===== config.mk =====
export PLATFORM = sky130hd
export DESIGN_NAME = csd_io_decoder
export DESIGN_NICKNAME = d
export VERILOG_FILES = /design/src/shared/csd_pkg.sv /design/src/shared/csd_dec_if.sv /design/src/csd_addr_decoder.sv /design/src/csd_io_decoder.sv /design/src/csd_wait_timer.sv
export SDC_FILE = /design/constraint.sdc
export NUM_CORES = 1
export LEC_CHECK = 0
export ABC_AREA = 1
export BUFFER_PORTS_ARGS = -buffer_cell sky130_fd_sc_hd__clkbuf_2
export CELL_PAD_IN_SITES_DETAIL_PLACEMENT = 0
export CELL_PAD_IN_SITES_GLOBAL_PLACEMENT = 2
export CORE_AREA = 8 8 136 138
export DETAILED_ROUTE_END_ITERATION = 8
export DIE_AREA = 0 0 144 146
export PLACE_DENSITY_LB_ADDON = 0.1
export SYNTH_ARGS = -nofsm -noshare
export SYNTH_HDL_FRONTEND = slang
export SYNTH_SLANG_ARGS = --single-unit

===== constraint.sdc =====
create_clock -name core_clk -period 6.4 [get_ports core_clk]
set_clock_uncertainty 0.15 [all_clocks]
set_input_delay 0.32 -clock core_clk [delete_from_list [all_inputs] [get_ports core_clk]]
set_output_delay 0.32 -clock core_clk [all_outputs]
set_load 0.05 [all_outputs]

===== src/shared/csd_pkg.sv =====
package csd_pkg;

   // Widths of the processor local bus, the wait count and the phase period field
   localparam int ADDR_W = 16;
   localparam int DATA_W = 16;
   localparam int WAIT_W = 4;
   localparam int PER_W  = 5;

   // Wait-state programming
   localparam logic [WAIT_W-1:0] WAIT_RESET = 4'hF;
   localparam logic [WAIT_W-1:0] WAIT_MAX   = 4'hF;

   // Bus timing reference against the core clock
   localparam int SYS_CLK_PERIOD_NS  = 100;
   localparam int CORE_CLK_PERIOD_NS = 10;
   localparam int CYCLES_PER_SYS     =
      (SYS_CLK_PERIOD_NS + CORE_CLK_PERIOD_NS - 1) / CORE_CLK_PERIOD_NS;

   // Phase lengths in system clock periods
   localparam logic [PER_W-1:0] SETUP_PERIODS = 5'h01;
   localparam logic [PER_W-1:0] HOLD_PERIODS  = 5'h01;
   localparam logic [PER_W-1:0] STROBE_BASE   = 5'h01;

   // Processor-level 256-byte windows, compared on address bits 15..8
   localparam int NUM_WIN     = 7;
   localparam int IDX_USER_A  = 0;
   localparam int IDX_ONBOARD = 1;
   localparam int IDX_USER_B  = 2;
   localparam int IDX_USER_C  = 3;
   localparam int IDX_RESV    = 4;
   localparam int IDX_GP_FIVE = 5;
   localparam int IDX_GP_SIX  = 6;
   localparam logic [7:0] WIN_BASE [NUM_WIN] =
      '{8'h00, 8'h01, 8'h02, 8'h03, 8'h04, 8'h05, 8'h06};

   // Sub-selects inside the on-board window, compared on address bits 7..4
   localparam int NUM_SUB   = 7;
   localparam int SUB_CLOCK = 0;
   localparam int SUB_CONVA = 1;
   localparam int SUB_CONVB = 2;
   localparam int SUB_USB   = 3;
   localparam int SUB_DAC   = 4;
   localparam int SUB_CVT   = 5;
   localparam int SUB_FLASH = 6;
   localparam logic [3:0] SUB_LO [NUM_SUB] =
      '{4'h0, 4'h2, 4'h3, 4'h4, 4'h5, 4'h6, 4'hE};
   localparam logic [3:0] SUB_HI [NUM_SUB] =
      '{4'h1, 4'h2, 4'h3, 4'h4, 4'h5, 4'h6, 4'hF};

   // Access sequence
   typedef enum logic [1:0] {
      CSD_IDLE,
      CSD_SETUP,
      CSD_STROBE,
      CSD_HOLD
   } csd_state_e;

endpackage


===== src/shared/csd_dec_if.sv =====
`timescale 1ns/1ps
`default_nettype none

interface csd_dec_if;
   logic [csd_pkg::ADDR_W-1:0]  addr;
   logic [csd_pkg::NUM_WIN-1:0] win_hit;
   logic [csd_pkg::NUM_SUB-1:0] sub_hit;

   modport dec (
      input  addr,
      output win_hit,
      output sub_hit
   );

   modport user (
      output addr,
      input  win_hit,
      input  sub_hit
   );
endinterface

`default_nettype wire


===== src/csd_addr_decoder.sv =====
`timescale 1ns/1ps
`default_nettype none

module csd_addr_decoder #(
   parameter bit GP_SELECTS = 1'b0
) (
   // Address in, hits out
   csd_dec_if.dec bus
);

   function automatic logic win_match(input logic [7:0] page, input logic [7:0] base);
      win_match = (page == base);
   endfunction

   function automatic logic in_range(input logic [3:0] nib,
                                     input logic [3:0] lo,
                                     input logic [3:0] hi);
      in_range = (nib >= lo) && (nib <= hi);
   endfunction

   genvar i;
   generate
      // Full upper byte compared, so anything at or above 0x0700 hits nothing
      for (i = 0; i < csd_pkg::NUM_WIN; i++) begin : g_win
         if (i >= csd_pkg::IDX_GP_FIVE && !GP_SELECTS) begin : g_off
            assign bus.win_hit[i] = 1'b0;
         end else begin : g_on
            assign bus.win_hit[i] = win_match(bus.addr[15:8], csd_pkg::WIN_BASE[i]);
         end
      end
      // Ranges are disjoint, so at most one sub-select can hit
      for (i = 0; i < csd_pkg::NUM_SUB; i++) begin : g_sub
         assign bus.sub_hit[i] =
            win_match(bus.addr[15:8], csd_pkg::WIN_BASE[csd_pkg::IDX_ONBOARD]) &&
            in_range(bus.addr[7:4], csd_pkg::SUB_LO[i], csd_pkg::SUB_HI[i]);
      end
   endgenerate

endmodule

`default_nettype wire


===== src/csd_io_decoder.sv =====
`timescale 1ns/1ps
`default_nettype none

module csd_io_decoder #(
   parameter bit GP_SELECTS = 1'b0,
   parameter int CYCLES_PER_SYS = csd_pkg::CYCLES_PER_SYS
) (
   // Clock and reset
   input  wire logic                      core_clk,
   input  wire logic                      nrst,
   // Processor I/O request
   input  wire logic                      io_req,
   input  wire logic [csd_pkg::ADDR_W-1:0] io_addr,
   input  wire logic                      io_write,
   input  wire logic                      io_word,
   input  wire logic [csd_pkg::DATA_W-1:0] io_wdata,
   output logic      [csd_pkg::DATA_W-1:0] io_rdata,
   output logic                           io_done,
   output logic                           io_busy,
   output logic                           io_unmapped,
   output logic                           io_misaligned,
   // Wait-state configuration
   input  wire logic [csd_pkg::WAIT_W-1:0] wait_cfg,
   input  wire logic                      wait_cfg_load,
   output logic      [csd_pkg::WAIT_W-1:0] wait_cur,
   // Peripheral bus
   output logic      [csd_pkg::ADDR_W-1:0] per_addr,
   output logic                           per_rd_n,
   output logic                           per_wr_n,
   output logic                           per_lo_en_n,
   output logic                           per_hi_en_n,
   output logic      [csd_pkg::DATA_W-1:0] per_wdata,
   output logic                           per_wdata_oe,
   input  wire logic [csd_pkg::DATA_W-1:0] per_rdata,
   // Processor-level selects
   output logic                           user_sel_a_n,
   output logic                           onboard_group_sel_n,
   output logic                           user_sel_b_n,
   output logic                           user_sel_c_n,
   output logic                           reserved_sel_n,
   output logic                           gp_window_five_n,
   output logic                           gp_window_six_n,
   // On-board sub-selects
   output logic                           clock_sel_n,
   output logic                           conv_a_sel_n,
   output logic                           conv_b_sel_n,
   output logic                           usb_bridge_sel_n,
   output logic                           dac_sel_n,
   output logic                           convert_start_n,
   output logic                           flash_card_sel_n
);

   generate
      if (CYCLES_PER_SYS < 1) begin : g_chk
         $error("csd_io_decoder: CYCLES_PER_SYS must be at least one");
      end
   endgenerate

   localparam int AW = csd_pkg::ADDR_W;
   localparam int DW = csd_pkg::DATA_W;
   localparam int NW = csd_pkg::NUM_WIN;
   localparam int NS = csd_pkg::NUM_SUB;
   // Sized for the longest phase the period input can ask for, not just 16 periods
   localparam int TMR_W = $clog2((2 ** csd_pkg::PER_W) * CYCLES_PER_SYS);

   csd_dec_if dec_bus ();

   // Sequencer state
   csd_pkg::csd_state_e state_d, state_q;
   logic [AW-1:0]       addr_d, addr_q;
   logic                write_d, write_q;
   logic                word_d, word_q;
   logic [DW-1:0]       wdata_d, wdata_q;
   logic [NW-1:0]       win_d, win_q;
   logic [NS-1:0]       sub_d, sub_q;
   logic [csd_pkg::WAIT_W-1:0] wait_d, wait_q;

   // Timer control
   logic                       tmr_start;
   logic [csd_pkg::PER_W-1:0]  tmr_periods;
   logic                       tmr_done;

   // Registered outputs
   logic [DW-1:0] rdata_d, rdata_q;
   logic          done_d, done_q;
   logic          unmapped_d, unmapped_q;
   logic          misal_d, misal_q;
   logic          rd_n_d, rd_n_q;
   logic          wr_n_d, wr_n_q;
   logic          lo_n_d, lo_n_q;
   logic          hi_n_d, hi_n_q;
   logic          oe_d, oe_q;
   logic [DW-1:0] pwdata_d, pwdata_q;
   logic [NW-1:0] win_n_d, win_n_q;
   logic [NS-1:0] sub_n_d, sub_n_q;
   logic          sel_on;
   logic          busy_q;

   // Decoder looks at the live request address so the hit is latched with it
   assign dec_bus.addr = io_addr;

   csd_addr_decoder #(
      .GP_SELECTS (GP_SELECTS)
   ) u_dec (
      .bus (dec_bus)
   );

   csd_wait_timer #(
      .CYCLES_PER_SYS (CYCLES_PER_SYS),
      .CNT_W          (TMR_W)
   ) u_tmr (
      .core_clk (core_clk),
      .nrst     (nrst),
      .start    (tmr_start),
      .periods  (tmr_periods),
      .done     (tmr_done)
   );

   // Wait count; a change mid-access applies from the next strobe phase
   always_comb begin
      wait_d = wait_q;
      if (wait_cfg_load) begin
         wait_d = wait_cfg;
      end
   end

   // Access sequencer
   always_comb begin
      state_d     = state_q;
      addr_d      = addr_q;
      write_d     = write_q;
      word_d      = word_q;
      wdata_d     = wdata_q;
      win_d       = win_q;
      sub_d       = sub_q;
      rdata_d     = rdata_q;
      done_d      = 1'b0;
      unmapped_d  = 1'b0;
      misal_d     = 1'b0;
      tmr_start   = 1'b0;
      tmr_periods = csd_pkg::SETUP_PERIODS;
      unique case (state_q)
         csd_pkg::CSD_IDLE: begin
            // Requests while busy are dropped; io_busy tells the host to wait
            if (io_req) begin
               state_d   = csd_pkg::CSD_SETUP;
               addr_d    = io_addr;
               write_d   = io_write;
               word_d    = io_word;
               wdata_d   = io_wdata;
               win_d     = dec_bus.win_hit;
               sub_d     = dec_bus.sub_hit;
               tmr_start = 1'b1;
            end
         end
         csd_pkg::CSD_SETUP: begin
            if (tmr_done) begin
               state_d     = csd_pkg::CSD_STROBE;
               tmr_start   = 1'b1;
               tmr_periods = csd_pkg::STROBE_BASE + csd_pkg::PER_W'(wait_q);
            end
         end
         csd_pkg::CSD_STROBE: begin
            if (tmr_done) begin
               state_d     = csd_pkg::CSD_HOLD;
               tmr_start   = 1'b1;
               tmr_periods = csd_pkg::HOLD_PERIODS;
               if (!write_q) begin
                  // Odd byte or misaligned word arrives on the high lane and is returned low
                  if (addr_q[0]) begin
                     rdata_d = {8'h00, per_rdata[15:8]};
                  end else if (word_q) begin
                     rdata_d = per_rdata;
                  end else begin
                     rdata_d = {8'h00, per_rdata[7:0]};
                  end
               end
            end
         end
         csd_pkg::CSD_HOLD: begin
            if (tmr_done) begin
               state_d    = csd_pkg::CSD_IDLE;
               done_d     = 1'b1;
               unmapped_d = (win_q == '0);
               misal_d    = word_q && addr_q[0];
            end
         end
      endcase
   end

   // Pin values for the cycle being entered
   always_comb begin
      sel_on   = (state_d != csd_pkg::CSD_IDLE);
      rd_n_d   = !((state_d == csd_pkg::CSD_STROBE) && !write_d);
      wr_n_d   = !((state_d == csd_pkg::CSD_STROBE) && write_d);
      // Misaligned word is served as its high byte only
      lo_n_d   = !(sel_on && !addr_d[0]);
      hi_n_d   = !(sel_on && (word_d || addr_d[0]));
      oe_d     = sel_on && write_d;
      pwdata_d = pwdata_q;
      if (sel_on && write_d) begin
         pwdata_d = addr_d[0] ? {wdata_d[7:0], 8'h00} : wdata_d;
      end
      win_n_d  = ~(win_d & {NW{sel_on}});
      sub_n_d  = ~(sub_d & {NS{sel_on}});
   end

   always_ff @(posedge core_clk) begin
      if (!nrst) begin
         state_q    <= csd_pkg::CSD_IDLE;
         addr_q     <= '0;
         write_q    <= 1'b0;
         word_q     <= 1'b0;
         wdata_q    <= '0;
         win_q      <= '0;
         sub_q      <= '0;
         wait_q     <= csd_pkg::WAIT_RESET;
         rdata_q    <= '0;
         done_q     <= 1'b0;
         unmapped_q <= 1'b0;
         misal_q    <= 1'b0;
         rd_n_q     <= 1'b1;
         wr_n_q     <= 1'b1;
         lo_n_q     <= 1'b1;
         hi_n_q     <= 1'b1;
         oe_q       <= 1'b0;
         pwdata_q   <= '0;
         win_n_q    <= '1;
         sub_n_q    <= '1;
         busy_q     <= 1'b0;
      end else begin
         state_q    <= state_d;
         addr_q     <= addr_d;
         write_q    <= write_d;
         word_q     <= word_d;
         wdata_q    <= wdata_d;
         win_q      <= win_d;
         sub_q      <= sub_d;
         wait_q     <= wait_d;
         rdata_q    <= rdata_d;
         done_q     <= done_d;
         unmapped_q <= unmapped_d;
         misal_q    <= misal_d;
         rd_n_q     <= rd_n_d;
         wr_n_q     <= wr_n_d;
         lo_n_q     <= lo_n_d;
         hi_n_q     <= hi_n_d;
         oe_q       <= oe_d;
         pwdata_q   <= pwdata_d;
         win_n_q    <= win_n_d;
         sub_n_q    <= sub_n_d;
         busy_q     <= sel_on;
      end
   end

   // Host side
   assign io_rdata      = rdata_q;
   assign io_done       = done_q;
   // Own flop so the pin carries no decode glitch
   assign io_busy       = busy_q;
   assign io_unmapped   = unmapped_q;
   assign io_misaligned = misal_q;
   assign wait_cur      = wait_q;

   // Peripheral side; address stays on the pins after the access ends
   assign per_addr      = addr_q;
   assign per_rd_n      = rd_n_q;
   assign per_wr_n      = wr_n_q;
   assign per_lo_en_n   = lo_n_q;
   assign per_hi_en_n   = hi_n_q;
   assign per_wdata     = pwdata_q;
   assign per_wdata_oe  = oe_q;

   assign user_sel_a_n        = win_n_q[csd_pkg::IDX_USER_A];
   assign onboard_group_sel_n = win_n_q[csd_pkg::IDX_ONBOARD];
   assign user_sel_b_n        = win_n_q[csd_pkg::IDX_USER_B];
   assign user_sel_c_n        = win_n_q[csd_pkg::IDX_USER_C];
   assign reserved_sel_n      = win_n_q[csd_pkg::IDX_RESV];
   assign gp_window_five_n    = win_n_q[csd_pkg::IDX_GP_FIVE];
   assign gp_window_six_n     = win_n_q[csd_pkg::IDX_GP_SIX];

   assign clock_sel_n      = sub_n_q[csd_pkg::SUB_CLOCK];
   assign conv_a_sel_n     = sub_n_q[csd_pkg::SUB_CONVA];
   assign conv_b_sel_n     = sub_n_q[csd_pkg::SUB_CONVB];
   assign usb_bridge_sel_n = sub_n_q[csd_pkg::SUB_USB];
   assign dac_sel_n        = sub_n_q[csd_pkg::SUB_DAC];
   assign convert_start_n  = sub_n_q[csd_pkg::SUB_CVT];
   assign flash_card_sel_n = sub_n_q[csd_pkg::SUB_FLASH];

endmodule

`default_nettype wire


===== src/csd_wait_timer.sv =====
`timescale 1ns/1ps
`default_nettype none

module csd_wait_timer #(
   parameter int CYCLES_PER_SYS = csd_pkg::CYCLES_PER_SYS,
   parameter int CNT_W          = 8
) (
   // Clock and reset
   input  wire logic                     core_clk,
   input  wire logic                     nrst,
   // Control
   input  wire logic                     start,
   input  wire logic [csd_pkg::PER_W-1:0] periods,
   // Status
   output logic                          done
);

   generate
      if (CYCLES_PER_SYS < 1 || (2 ** csd_pkg::PER_W) * CYCLES_PER_SYS > (2 ** CNT_W)) begin : g_chk
         $error("csd_wait_timer: counter too narrow for the longest phase");
      end
   endgenerate

   logic [CNT_W-1:0] count_d, count_q;
   logic             run_d, run_q;
   logic [CNT_W-1:0] load_val;

   assign load_val = CNT_W'(periods * CYCLES_PER_SYS - 1);
   assign done     = run_q && (count_q == '0);

   always_comb begin
      count_d = count_q;
      run_d   = run_q;
      if (start) begin
         count_d = load_val;
         run_d   = 1'b1;
      end else if (done) begin
         run_d = 1'b0;
      end else if (run_q) begin
         count_d = count_q - 1'b1;
      end
   end

   always_ff @(posedge core_clk) begin
      if (!nrst) begin
         count_q <= '0;
         run_q   <= 1'b0;
      end else begin
         count_q <= count_d;
         run_q   <= run_d;
      end
   end

endmodule

`default_nettype wire


==> results.json, run 1 <==
{
  "fin_ws_ps": 3013,
  "setup_viol": 0,
  "dpl.hpwl_um": 10550,
  "via_count": 4568,
  "finalHoldViolations": 0,
  "ios": 133,
  "rsz0062_at_grt": "false",
  "drcViolationCount": 0,
  "worstMarginPinSlew_ps": 673.6,
  "layout.nets": 850,
  "crit_required_ps": 6590,
  "syn-num-nets": 716,
  "yosysTopAreaCell": "dfxtp_1",
  "via_per_inst": 4.518,
  "crit_fanout": 7,
  "dr.first_iter.drc_count": 191,
  "fin_crit_ps": 3387,
  "fillCellCount": 1756,
  "portBuffers": 132,
  "clock-sinks": 119,
  "floorplan.core_area_sq_um": 16290,
  "pre_cts_slack_ps": 2997,
  "synth_edf_count": 0,
  "critPathKind": "register to register",
  "synth_seq_cells": 119,
  "min_from": "io_addr[1]",
  "cts.clk_slew.worst_paths_ps": 50,
  "ant_nets": 0,
  "synth_top_area_share": 0.4627,
  "cts_max_level": 4,
  "vdd_drop_max_v": 0.0001919,
  "initial_core_util": 0.3161,
  "worstSetupStartpoint": "u_tmr.count_q[0]",
  "synth.most_common_cell": "dfxtp_1",
  "grt_max_degree": 47,
  "slew_viol_final": 0,
  "routed_wl_um": 14490,
  "synth.top_cells.by_area": "dfxtp_1 (46%), nor2_1 (7.5%), nand2_1 (7.2%), inv_1 (5.1%), ha_1 (3.4%)",
  "crit_arrival_ps": 3570,
  "wl_per_cell_um": 14.33,
  "hold_class": "primary input to register",
  "overflow": 0,
  "synthArstFlopShare": 0,
  "grt_use_total": 0.1414,
  "synth_area_sq_um": 5149,
  "grt_pass1_wl_um": 23480,
  "cts_max_path_buffers": 2,
  "p_per_area_nw_per_um2": 371.8,
  "synth_common_cells": "dfxtp_1 (119), nor2_1 (103), nand2_1 (99), inv_1 (70), a21oi_1 (34)",
  "finalSetupTns_ps": 0,
  "cts_tree": "yes",
  "yosys_most_used_dff": "dfxtp_1",
  "postCtsSetupBuffers": 0,
  "yosysWarnings": 0,
  "syn_to_final_growth_pct": 29.09,
  "die_w_um": 144,
  "drive_gt1_frac": 0.2608,
  "routabilityCongestion": 0.7878,
  "p_leak_uw": 0.003172,
  "syn_avg_cell_area_sq_um": 8.007,
  "clkLatencyLatePin_ps": 400,
  "yosysSeqAreaShare": 0.4627,
  "die_area_sq_um": 21020,
  "cp-end-kind": "register",
  "dr.pass1.iters": 4,
  "startpoint_type": "register",
  "maxCapViolCount": 0,
  "root_buffer": "clkbuf_16",
  "rows": 47,
  "r2r-start": "u_tmr.count_q[0]",
  "outcome": "finished clean",
  "netlist_instances": 643,
  "grt_pass1_vias": 4533,
  "fin_crit_sh": 0.5293,
  "fmax_ghz": 0.2952,
  "die_height_um": 146,
  "max_slew_margin": 0.5495,
  "antenna_found_initial": 1,
  "cts-buffers-inserted": 17,
  "ys_types": 42
}
==> cell families (layout without fill, tap and decap cells) <==
logic type	count (synthesis)	in the layout	share of synthesized area
AOI/OAI and AO/OA	103	103	0.1213
xor gates and xnor gates	12	12	0.02041
adders and majority gates	15	15	0.03791
buffers and inverters	101	248	0.08165
DFF	119	119	0.4627
muxes	17	17	0.03305
other	1	2	0.0007283
and+or+nand+nor	275	275	0.2423
==> final timing paths <==
check | slack [ps] | to | cells past startpoint
hold reg to reg | 270 | io_unmapped | 1
hold / removal | 20 | per_addr[1] | 3
setup reg to reg | 3010 | u_tmr.count_q[7] | 18
setup / recovery | 3010 | u_tmr.count_q[7] | 18
==> critical path: stages, from the launching register on <==
cell	delay (ps)
dfxtp_1	310
inv_1	130
ha_1	160
inv_1	30
nor2_1	100
nand2_2	100
nor2_8	150
nand2_4	100
nor2_2	110
inv_1	80
nor2_1	170
ha_1	260
ha_1	230
fa_1	470
or2_2	320
nor2_1	120
xnor2_1	120
nand2_1	70
a21oi_1	130
==> registers in the layout, summed over array words and instances (netlist names), 2 cells and up <==
name / cells
win_q: 7
state_q: 2
wait_cur: 4
per_wdata: 16
sub_n_q: 7
u_tmr.count_q: 9
io_rdata: 16
wdata_q: 16
win_n_q: 7
sub_q: 7
per_addr: 16
==> power by group <==
part           leakage, uW  switching [uW]  internal (uW)
Sequential        0.000972            49.2            812
Combinational      0.00191             437            175
Clock             0.000294             360            637
==> cells in the final DEF (no fill, tap or decap), types with 8 or more instances in the layout <==
cell type and count:
nand2_1 99, inv_1 70, nor3_1 9, dfxtp_1 119
nand3_2 10, clkbuf_16 17, a21oi_1 34, nor2_1 103
ha_1 14, clkbuf_2 132, a211oi_1 9, nand3_1 27
mux2i_1 17, o21ai_0 26, o211a_1 8
==> stage by stage <==
stage	hold slack (ps)	cells	utilization	instance area (sq um)	power, uW
after floorplan	247.1	643	-	5149	1354
after global placement	258.3	974	0.3671	5979	1495
after detailed placement	265.0	974	0.3671	5979	1495
after CTS	5.334	1010	0.4079	6644	2512
after global routing	16.84	1011	0.4080	6646	2607
final	22.53	1011	0.4080	6646	2471
==> cell type report <==
cell class	instances	area, sq um	share of cell area
sequential	119	2382	0.3584
multi-input combinational	423	2346	0.3530
timing repair buffer	140	730.7	0.1099
clock buffer	19	452.9	0.06815
inverter	76	285.3	0.04292
tap	220	275.3	0.04142
clock inverter	13	171.4	0.02579
antenna	1	2.502	0.0003765
==> metal layers <==
layer / part of all wire / GRT usage
met1: 0.47 / 0.1810
met5: 0 / 0
met3: 0.065 / 0.04560
met2: 0.45 / 0.2167
met4: 0.014 / 0.05103
==> timing repair <==
action,CTS,global route
resized for setup,0,0
hold buffers,4,0
endpoints found under the hold margin,4,0
(Power assumes the default switching activity.)
==> run 2, diff against run 1 <==
- CORE_AREA: 8 8 136 138 -> 8 8 148 150
- DIE_AREA: 0 0 144 146 -> 0 0 156 158
- clock period: 6.4 -> 2.8 ns (I/O delays scaled with it)
==> run 2 against run 1 <==
  * Utilization is 2.0 points lower
  * Via count is 7.1% higher
  * Setup slack worse by 3100 ps
  * Sequential share of layout area is 4.6 points lower
  * Non-clock buffer count is 100 higher
  * The flow now finishes with violations (negative setup slack)
  * Global-route usage is 0.71 points lower
  * Die area is 17% higher
  * Count of clock-buffer cells in the layout is 1 lower
  * Critical path type unchanged
==> results.json, run 2 (synthesis results as in run 1) <==
{
  "drcViolationCount": 0,
  "slew_viol_final": 0,
  "ios": 133,
  "p_per_area_nw_per_um2": 748.7,
  "violations": "negative setup slack",
  "fin_crit_sh": 1.033,
  "cts-buffers-inserted": 17,
  "startpoint_type": "register",
  "cts_max_path_buffers": 2,
  "via_count": 4891,
  "clkLatencyLatePin_ps": 410,
  "dr.first_iter.drc_count": 182,
  "die_height_um": 158,
  "cp-end-kind": "register",
  "worstMarginPinSlew_ps": 672.3,
  "initial_core_util": 0.2612,
  "syn_to_final_growth_pct": 48.51,
  "dp.cells": 1051,
  "clock-sinks": 119,
  "crit_arrival_ps": 3090,
  "met2WireLength_um": 7942,
  "crit_fanout": 3,
  "hold_class": "primary input to register",
  "outcome": "complete, but fails checks",
  "root_buffer": "clkbuf_16",
  "rows": 52,
  "maxCapViolCount": 0,
  "dr.pass1.iters": 4,
  "via_per_inst": 4.220,
  "drive_gt1_frac": 0.3060,
  "fin_ws_ps": -92.24,
  "met3_length_um": 618,
  "grt_pass1_wl_um": 25970,
  "pre_cts_slack_ps": -252.4,
  "layout.nets": 950,
  "antenna_found_initial": 0,
  "rsz0062_at_grt": "true",
  "grt_max_degree": 46,
  "ant_nets": 0,
  "cts_max_level": 4,
  "wl_per_cell_um": 13.84,
  "grt_pass1_vias": 5159,
  "p_leak_uw": 0.003576,
  "highest_layer": "met4",
  "die_w_um": 156,
  "placed_cell_area_sq_um": 6270,
  "floorplan.core_area_sq_um": 19710,
  "diodes": 0,
  "crit_required_ps": 2990,
  "cts.clk_slew.worst_paths_ps": 60,
  "finalHoldViolations": 0,
  "max_slew_margin": 0.5511,
  "vdd_drop_max_v": 0.0004564,
  "wl_met1_um": 7307,
  "cts_tree": "yes",
  "setup_viol": 4,
  "routed_wl_um": 16040,
  "overflow": 0,
  "finalNonFillerCells": 1159,
  "critPathKind": "register to register",
  "most-common-layout-cells": "clkbuf_2 (132), dfxtp_1 (115), nor2_1 (98), nand2_1 (97), inv_1 (65)",
  "design_area_sq_um": 7646,
  "final_common_cell": "clkbuf_2",
  "portBuffers": 132,
  "die_area_sq_um": 24650,
  "fin_crit_ps": 2892,
  "fmax_ghz": 0.3458,
  "grt_use_total": 0.1344,
  "routabilityCongestion": 0.7505,
  "dpl.hpwl_um": 11490
}
==> run 2: changes by cell type in the layout (fill, tap and decap cells not counted), moves of 5 or more <==
cell / previous run / this run
nor2_1: 103 / 98
ha_1: 14 / 9
buf_4: 4 / 46
inv_1: 70 / 65
inv_2: 5 / 10
dlygate4sd3_1: 4 / 62
==> run 2: routing by layer <==
metal,track usage,up-vias
li1,-,2552
met1,0.1564,2253
met2,0.2316,76
met3,0.04013,10
met4,0.04436,0
met5,0,-
==> run 2: path summary, 6_finish.rpt <==
path	depth (start not counted)	endpoint	slack (ps)	from
max	18	u_tmr.count_q[7]	-90	u_tmr.count_q[0]
min	4	per_lo_en_n	60	io_addr[0]
max reg2reg	18	u_tmr.count_q[7]	-90	u_tmr.count_q[0]
min reg2reg	1	io_unmapped	270	win_q[6]
==> run 2: power breakdown <==
part	switching, uW	total [uW]	internal (uW)
registers	99.5	1960	1860
clock network	799	2100	1300
logic	1080	1670	591
==> run 2: per-stage QoR <==
stage          hold slack [ps]  power [uW]  TNS (ps)    util
2_1_floorplan            112.1        3101    -450.2       -
3_3_place_gp             209.2        3534    -531.2  0.3180
3_5_place_dp             211.6        3535    -892.4  0.3180
4_1_cts                  37.49        5803    -472.5  0.3855
5_1_grt                  67.96        6065    -975.7  0.3879
6_report                 61.38        5724    -258.6  0.3879
==> run 2: layout make-up <==
class | count | area (sq um)
Fill cell | 2115 | 12070
Multi-Input combinational cell | 423 | 2447
Tap cell | 270 | 337.8
Timing Repair Buffer | 240 | 1627
Inverter | 76 | 285.3
Clock inverter | 13 | 132.6
Sequential cell | 119 | 2387
Clock buffer | 18 | 429.2
==> run 2: worst max-delay path, cell delays in order (launching register included) <==
cell and delay [ps]:
dfxtp_2 320, inv_2 80, ha_4 130, inv_2 30, nor2_2 80, nand2_2 90, nor2_8 100, nand2_4 60
nor2_4 90, inv_2 70, nor3_2 120, ha_2 230, ha_4 140, fa_2 450, or2_4 280, nor2_4 100
xnor2_2 110, nand2_1 70, a21oi_2 120
==> run 2: repair_timing <==
item / in CTS / in global routing
gates resized for setup: 9 / 11
setup endpoints to repair: 4 / 5
hold endpoints to repair: 75 / 0
pin swaps: 11 / 8
hold buffers: 62 / 0
setup buffers: 14 / 1
